[src/rtl/eil_pkg.sv]
// Notes on behaviour
// - Every falling edge of the active-low pin sets the latch, whatever the sensitivity mode.
// - A vector fetch of this interrupt makes an internal acknowledge that clears the latch.
// - Writing one to the acknowledge bit clears the latch; the bit reads zero and resets to zero.
// - Reset clears the latch and the sensitivity select, even with the pin held low.
// - In edge-only mode an acknowledge clears the latch at once.
// - In edge-and-level mode the latch holds until an acknowledge has happened and the pin is high, in any order.
// - A falling edge after a software acknowledge latches a new request.
// - The latched request reaches the priority logic only while the mask is zero; reset clears the mask.
// - The pending flag reads the pending state regardless of the mask.
// - Sensitivity select one means edges and low levels, zero means edges only.
// - The 8-bit register holds pending at bit 3, acknowledge at 2, mask at 1 and select at 0; bits 7 to 4 read zero.
// - A taken unmasked request loads the program counter from the two vector locations of this interrupt.
// - In break state acknowledge writes clear the latch only with break clear enable at one.
package eil_pkg;
  localparam logic [31:0] ext_int_status_control_idx  = 32'h0000_001a;
  // One register per bus word, so the byte address is four times the index
  localparam logic [31:0] ext_int_status_control_addr = {ext_int_status_control_idx[29:0], 2'h0};
  localparam int          pending_bit   = 3;
  localparam int          ack_bit       = 2;
  localparam int          mask_bit      = 1;
  localparam int          select_bit    = 0;
  localparam logic [7:0]  ctrl_reset    = 8'h00;
  localparam logic [15:0] vector_addr_hi = 16'hfffa;
  localparam logic [15:0] vector_addr_lo = 16'hfffb;
endpackage

[src/rtl/eil_pin_sync.sv]
`timescale 1ns/10ps
module eil_pin_sync (
  input  wire logic hclk,
  input  wire logic hresetn,
  input  wire logic pin_n,
  output logic      level_q,
  output logic      fall
);
  logic meta_q;
  logic stage_q;
  // Reset to zero so a pin held low through reset makes no false edge; the
  // brief low reading after reset is harmless as reset also clears the select
  always_ff @(posedge hclk or negedge hresetn) begin
    if (!hresetn) begin
      meta_q  <= 1'h0;
      stage_q <= 1'h0;
      level_q <= 1'h0;
    end else begin
      meta_q  <= pin_n;
      stage_q <= meta_q;
      level_q <= stage_q;
    end
  end
  assign fall = level_q & ~stage_q;
endmodule // eil_pin_sync

[src/rtl/eil_external_interrupt_latch.sv]
// Decided for this implementation: the AHB-Lite interface to the registers.
`timescale 1ns/10ps
module eil_external_interrupt_latch (
  input  wire logic        hclk,
  input  wire logic        hresetn,
  input  wire logic        hsel,
  input  wire logic [31:0] haddr,
  input  wire logic [1:0]  htrans,
  input  wire logic        hwrite,
  input  wire logic [2:0]  hsize,
  input  wire logic [31:0] hwdata,
  input  wire logic        hready,
  output logic [31:0]      hrdata,
  output logic             hreadyout,
  output logic             hresp,
  input  wire logic        irq_pin_n,
  input  wire logic        vector_fetch,
  input  wire logic        break_state,
  input  wire logic        break_clear_enable,
  output logic             cpu_request,
  output logic [15:0]      vector_addr_hi,
  output logic [15:0]      vector_addr_lo,
  output logic             pin_level
);
  logic        sel_q;
  logic        wr_q;
  logic        latch_q;
  logic        latch_d;
  logic        ack_seen_q;
  logic        ack_seen_d;
  logic        mask_q;
  logic        select_q;
  logic [31:0] hrdata_q;
  logic        pin_q;
  logic        fall;
  logic        addr_hit;
  logic        rd_take;
  logic        wr_take;
  logic        sw_ack;
  logic        ack;
  logic        low_hold;
  logic [7:0]  read_value;

  eil_pin_sync u_sync (
    .hclk    (hclk),
    .hresetn (hresetn),
    .pin_n   (irq_pin_n),
    .level_q (pin_q),
    .fall    (fall)
  );

  // Zero-wait slave, always OKAY; address phase captured for the write
  assign addr_hit  = hsel & hready & htrans[1] & (haddr == eil_pkg::ext_int_status_control_addr);
  assign rd_take   = addr_hit & ~hwrite;
  assign wr_take   = sel_q & wr_q;
  assign hreadyout = 1'h1;
  assign hresp     = 1'h0;
  assign hrdata    = hrdata_q;

  always_ff @(posedge hclk or negedge hresetn) begin
    if (!hresetn) begin
      sel_q <= 1'h0;
      wr_q  <= 1'h0;
    end else if (hready) begin
      sel_q <= addr_hit;
      wr_q  <= hwrite;
    end
  end

  // Break protects the latch from acknowledge writes unless clearing is enabled
  assign sw_ack = wr_take & hwdata[eil_pkg::ack_bit] & (~break_state | break_clear_enable);
  assign ack    = sw_ack | vector_fetch;
  // Level mode keeps the request while the pin stays low
  assign low_hold = select_q & ~pin_q;

  always_comb begin
    latch_d    = latch_q;
    ack_seen_d = ack_seen_q;
    if (ack) begin
      ack_seen_d = 1'h1;
    end
    if (ack_seen_d & ~low_hold) begin
      latch_d    = 1'h0;
      ack_seen_d = 1'h0;
    end
    if (fall) begin
      latch_d    = 1'h1;
      ack_seen_d = 1'h0;
    end
    if (low_hold & ~ack_seen_d) begin
      latch_d = 1'h1;
    end
    if (!latch_d) begin
      ack_seen_d = 1'h0;
    end
  end

  always_ff @(posedge hclk or negedge hresetn) begin
    if (!hresetn) begin
      latch_q    <= 1'h0;
      ack_seen_q <= 1'h0;
    end else begin
      latch_q    <= latch_d;
      ack_seen_q <= ack_seen_d;
    end
  end

  always_ff @(posedge hclk or negedge hresetn) begin
    if (!hresetn) begin
      mask_q   <= eil_pkg::ctrl_reset[eil_pkg::mask_bit];
      select_q <= eil_pkg::ctrl_reset[eil_pkg::select_bit];
    end else if (wr_take) begin
      mask_q   <= hwdata[eil_pkg::mask_bit];
      select_q <= hwdata[eil_pkg::select_bit];
    end
  end

  // Acknowledge and upper bits always read zero
  assign read_value = {4'h0, latch_q, 1'h0, mask_q, select_q};

  always_ff @(posedge hclk or negedge hresetn) begin
    if (!hresetn) begin
      hrdata_q <= 32'h0000_0000;
    end else if (rd_take) begin
      hrdata_q <= {24'h00_0000, read_value};
    end else begin
      hrdata_q <= 32'h0000_0000;
    end
  end

  assign cpu_request    = latch_q & ~mask_q;
  assign vector_addr_hi = eil_pkg::vector_addr_hi;
  assign vector_addr_lo = eil_pkg::vector_addr_lo;
  assign pin_level      = pin_q;
endmodule // eil_external_interrupt_latch

[config.mk]
export PLATFORM = sky130hd
export DESIGN_NAME = eil_external_interrupt_latch
export DESIGN_NICKNAME = d
export VERILOG_FILES = /design/src/rtl/eil_pkg.sv /design/src/rtl/eil_pin_sync.sv /design/src/rtl/eil_external_interrupt_latch.sv
export SDC_FILE = /design/constraint.sdc
export NUM_CORES = 1
export LEC_CHECK = 0
export ABC_AREA = 1
export BUFFER_PORTS_ARGS = -buffer_cell sky130_fd_sc_hd__buf_2
export CAP_MARGIN = 20
export CORE_UTILIZATION = 32
export CTS_BUF_LIST = sky130_fd_sc_hd__clkbuf_4
export CTS_CLUSTER_DIAMETER = 150
export CTS_CLUSTER_SIZE = 16
export DETAILED_ROUTE_END_ITERATION = 12
export PLACE_DENSITY = 0.85
export SYNTH_ARGS = -nofsm -noshare
export SYNTH_HDL_FRONTEND = slang
export SYNTH_HIERARCHICAL = 1
export SYNTH_SLANG_ARGS = --single-unit
[constraint.sdc]
create_clock -name hclk -period 1.1 [get_ports hclk]
set_input_delay 0.055 -clock hclk [delete_from_list [all_inputs] [get_ports hclk]]
set_output_delay 0.055 -clock hclk [all_outputs]
set_load 0.1 [all_outputs]
==> flow_summary.toml <==
[status]
status = "completed"

[logic_synthesis]
netlist_area_um2 = 1061
ys_ff_latch = 12
synth_cell_types = 16
ys.warnings.count = 6
synth.avg_cell_area_um2 = 7.525
synth_top_area_cell = "buf_4"
synth_area_leaders = "buf_4 45%, dfrtp_1 28%, nor2_1 9.2%, inv_1 4.2%, nand2_1 3.9%"
synthCells = 141
yosysSeqAreaShare_pct = 28.30
yosys.area.top_type_share_pct = 44.58

[flow_run]
maxCapViolCount = 0

[global_routing]
overflow = 0
grt_pass1_wl_um = 2394
antenna_found_initial = 0
grt_max_degree = 13
track_usage_pct = 8.706
grt_pass1_vias = 653

[cts]
path_clk_slew_ns = 0.06
clock-sinks = 12
cts.path.max_buffers = 2
cts_tree = "yes"
insertion_delay_ns = 0.26
ctsRootBufferMaster = "clkbuf_4"
htree_levels = 1
numCtsBuffers = 3

[layout]
diodes = 0
fin_cells = 239
final_common_cell = "conb_1"
fin_nets = 274
final_cell_area_um2 = 1219
syn2layout_area_growth_pct = 14.86
final_cell_mix = "63 x conb_1, 46 x buf_2, 25 x nor2_1"
drive_gt1_share_pct = 31.79

[floorplanning]
pin_count = 146
dieArea_um2 = 3550
coreArea_um2 = 3103
fp.dieH_um = 59.58
die_w_um = 59.58
rows = 20
initial_core_util_pct = 34.19

[power]
ir_drop_mv = 0.7809
power.leakage_uw = 0.0007387
power_density_nw_per_um2 = 1620

[detailed_routing]
num_vias = 789
routed_wl_um = 1563
vias_per_cell = 3.301
drt.antenna.violating_nets = 0
dr.pass1.iters = 4
drt_iter0_drc = 15
drcViolationCount = 0
wl_per_cell_um = 6.540

[place]
hpwl_um = 1423
dpl.cell_count = 232
placedInstanceArea_um2 = 1159
gp_congestion = 0.6960
place_ws_ns = 0.1184
io_buffer_count = 49

[worst_setup_path]
crit_buf_inv = 1
max_stage_delay_ns = 0.41
crit_fanout = 1
end_kind = "output port"
worstPathRequired_ns = 1.04
crit_family = "buffers and inverters"
critPathKind = "reg -> out"
critPathArrivalTime_ns = 0.99
crit_path_start_kind = "flip-flop"
cp_cell_sequence = "buf_2"
cp_slowest_cell = "buf_2"

[sta]
drv_slew = 0
setup_tns_ns = 0
finalSetupViolations = 0
period_share_pct = 94.57
fmax_mhz = 961.3
fin_ws_ns = 0.05969
fin_skew_ns = 0.007281
period_minus_slack_ns = 1.040
hold_viol = 0
rsz0062_at_grt = "false"

[hold_path]
hold_path.class = "in -> reg"
==> final timing paths <==
kind / end / slack [ns] / cells past startpoint / start
setup / recovery: hrdata[1] / 0.06 / 1 / hrdata[1]$_DFF_PN0_
hold / removal: sel_q$_DFFE_PN0P_ / 0.02 / 2 / hready
setup reg to reg: latch_q$_DFF_PN0_ / 0.10 / 3 / u_sync/level_q$_DFF_PN0_
hold reg to reg: u_sync/stage_q$_DFF_PN0_ / 0.36 / 0 / u_sync/meta_q$_DFF_PN0_
max in group asynchronous: u_sync/level_q$_DFF_PN0_ / 0.69 / 2 / hresetn
min in group asynchronous: ack_seen_q$_DFF_PN0_ / 0.18 / 2 / hresetn
==> repair_timing <==
item | CTS | global route
hold buffers | 2 | 0
setup endpoints to repair | 0 | 2
setup buffers | 0 | 1
resized for setup | 0 | 2
hold endpoints to repair | 13 | 0
==> kinds of logic after synthesis <==
| kind of cell | count (synthesis) | synth area share [%] |
|---|---|---|
| AND/OR/NAND/NOR | 45 | 18.75 |
| flip-flops | 12 | 28.30 |
| AO/OA/AOI/OAI | 7 | 3.419 |
| buffers and inverters | 75 | 48.82 |
| other | 2 | 0.7078 |
==> power breakdown <==
part / internal (uW) / leakage (uW) / switching (uW)
clock: 165 / 0.0000184 / 128
sequential: 470 / 0.000149 / 18.9
combinational: 125 / 0.000571 / 1070
==> area by class of cell <==
| type | instances | area, um2 |
|---|---|---|
| Multi-Input combinational cell | 115 | 479.2 |
| Clock buffer | 4 | 30.03 |
| Timing Repair Buffer | 52 | 305.3 |
| Inverter | 12 | 45.04 |
| Fill cell | 322 | 1884 |
| Tap cell | 44 | 55.05 |
| Sequential cell | 12 | 304.0 |
==> cell usage after synthesis (all sizes together) <==
library cell  count
buf              63
nor2             29
dfrtp            12
inv              12
nand2            11
a21oi             3
o21ai             3
conb              2
nand4             2
a31oi             1
nand3             1
nand3b            1
nor3              1
==> routing by layer <==
metal | vias up | track usage, % | part of all wire [%]
met2 | 60 | 17.17 | 53
li1 | 408 | - | -
met3 | 0 | 0.2183 | 8.8
met5 | - | 0 | 0
met1 | 321 | 9.479 | 38
met4 | 0 | 3.987 | 0
==> registers in the layout, indices dropped and copies added (netlist names) <==
signal and count:
select_q 1, mask_q 1, ack_seen_q 1, sel_q 1
wr_q 1, u_sync/level_q 1, u_sync/stage_q 1, hrdata 3
u_sync/meta_q 1, latch_q 1
==> stage by stage <==
step | utilization, % | hold slack [ns] | power, uW
2_1_floorplan | - | -0.2406 | 1719
3_3_place_gp | 37.34 | -0.06111 | 1665
3_5_place_dp | 37.34 | -0.05536 | 1675
4_1_cts | 38.95 | 0.01055 | 1977
5_1_grt | 39.27 | 0.03814 | 2056
6_report | 39.27 | 0.01587 | 1974
Power figures use the tool's default switching activity.
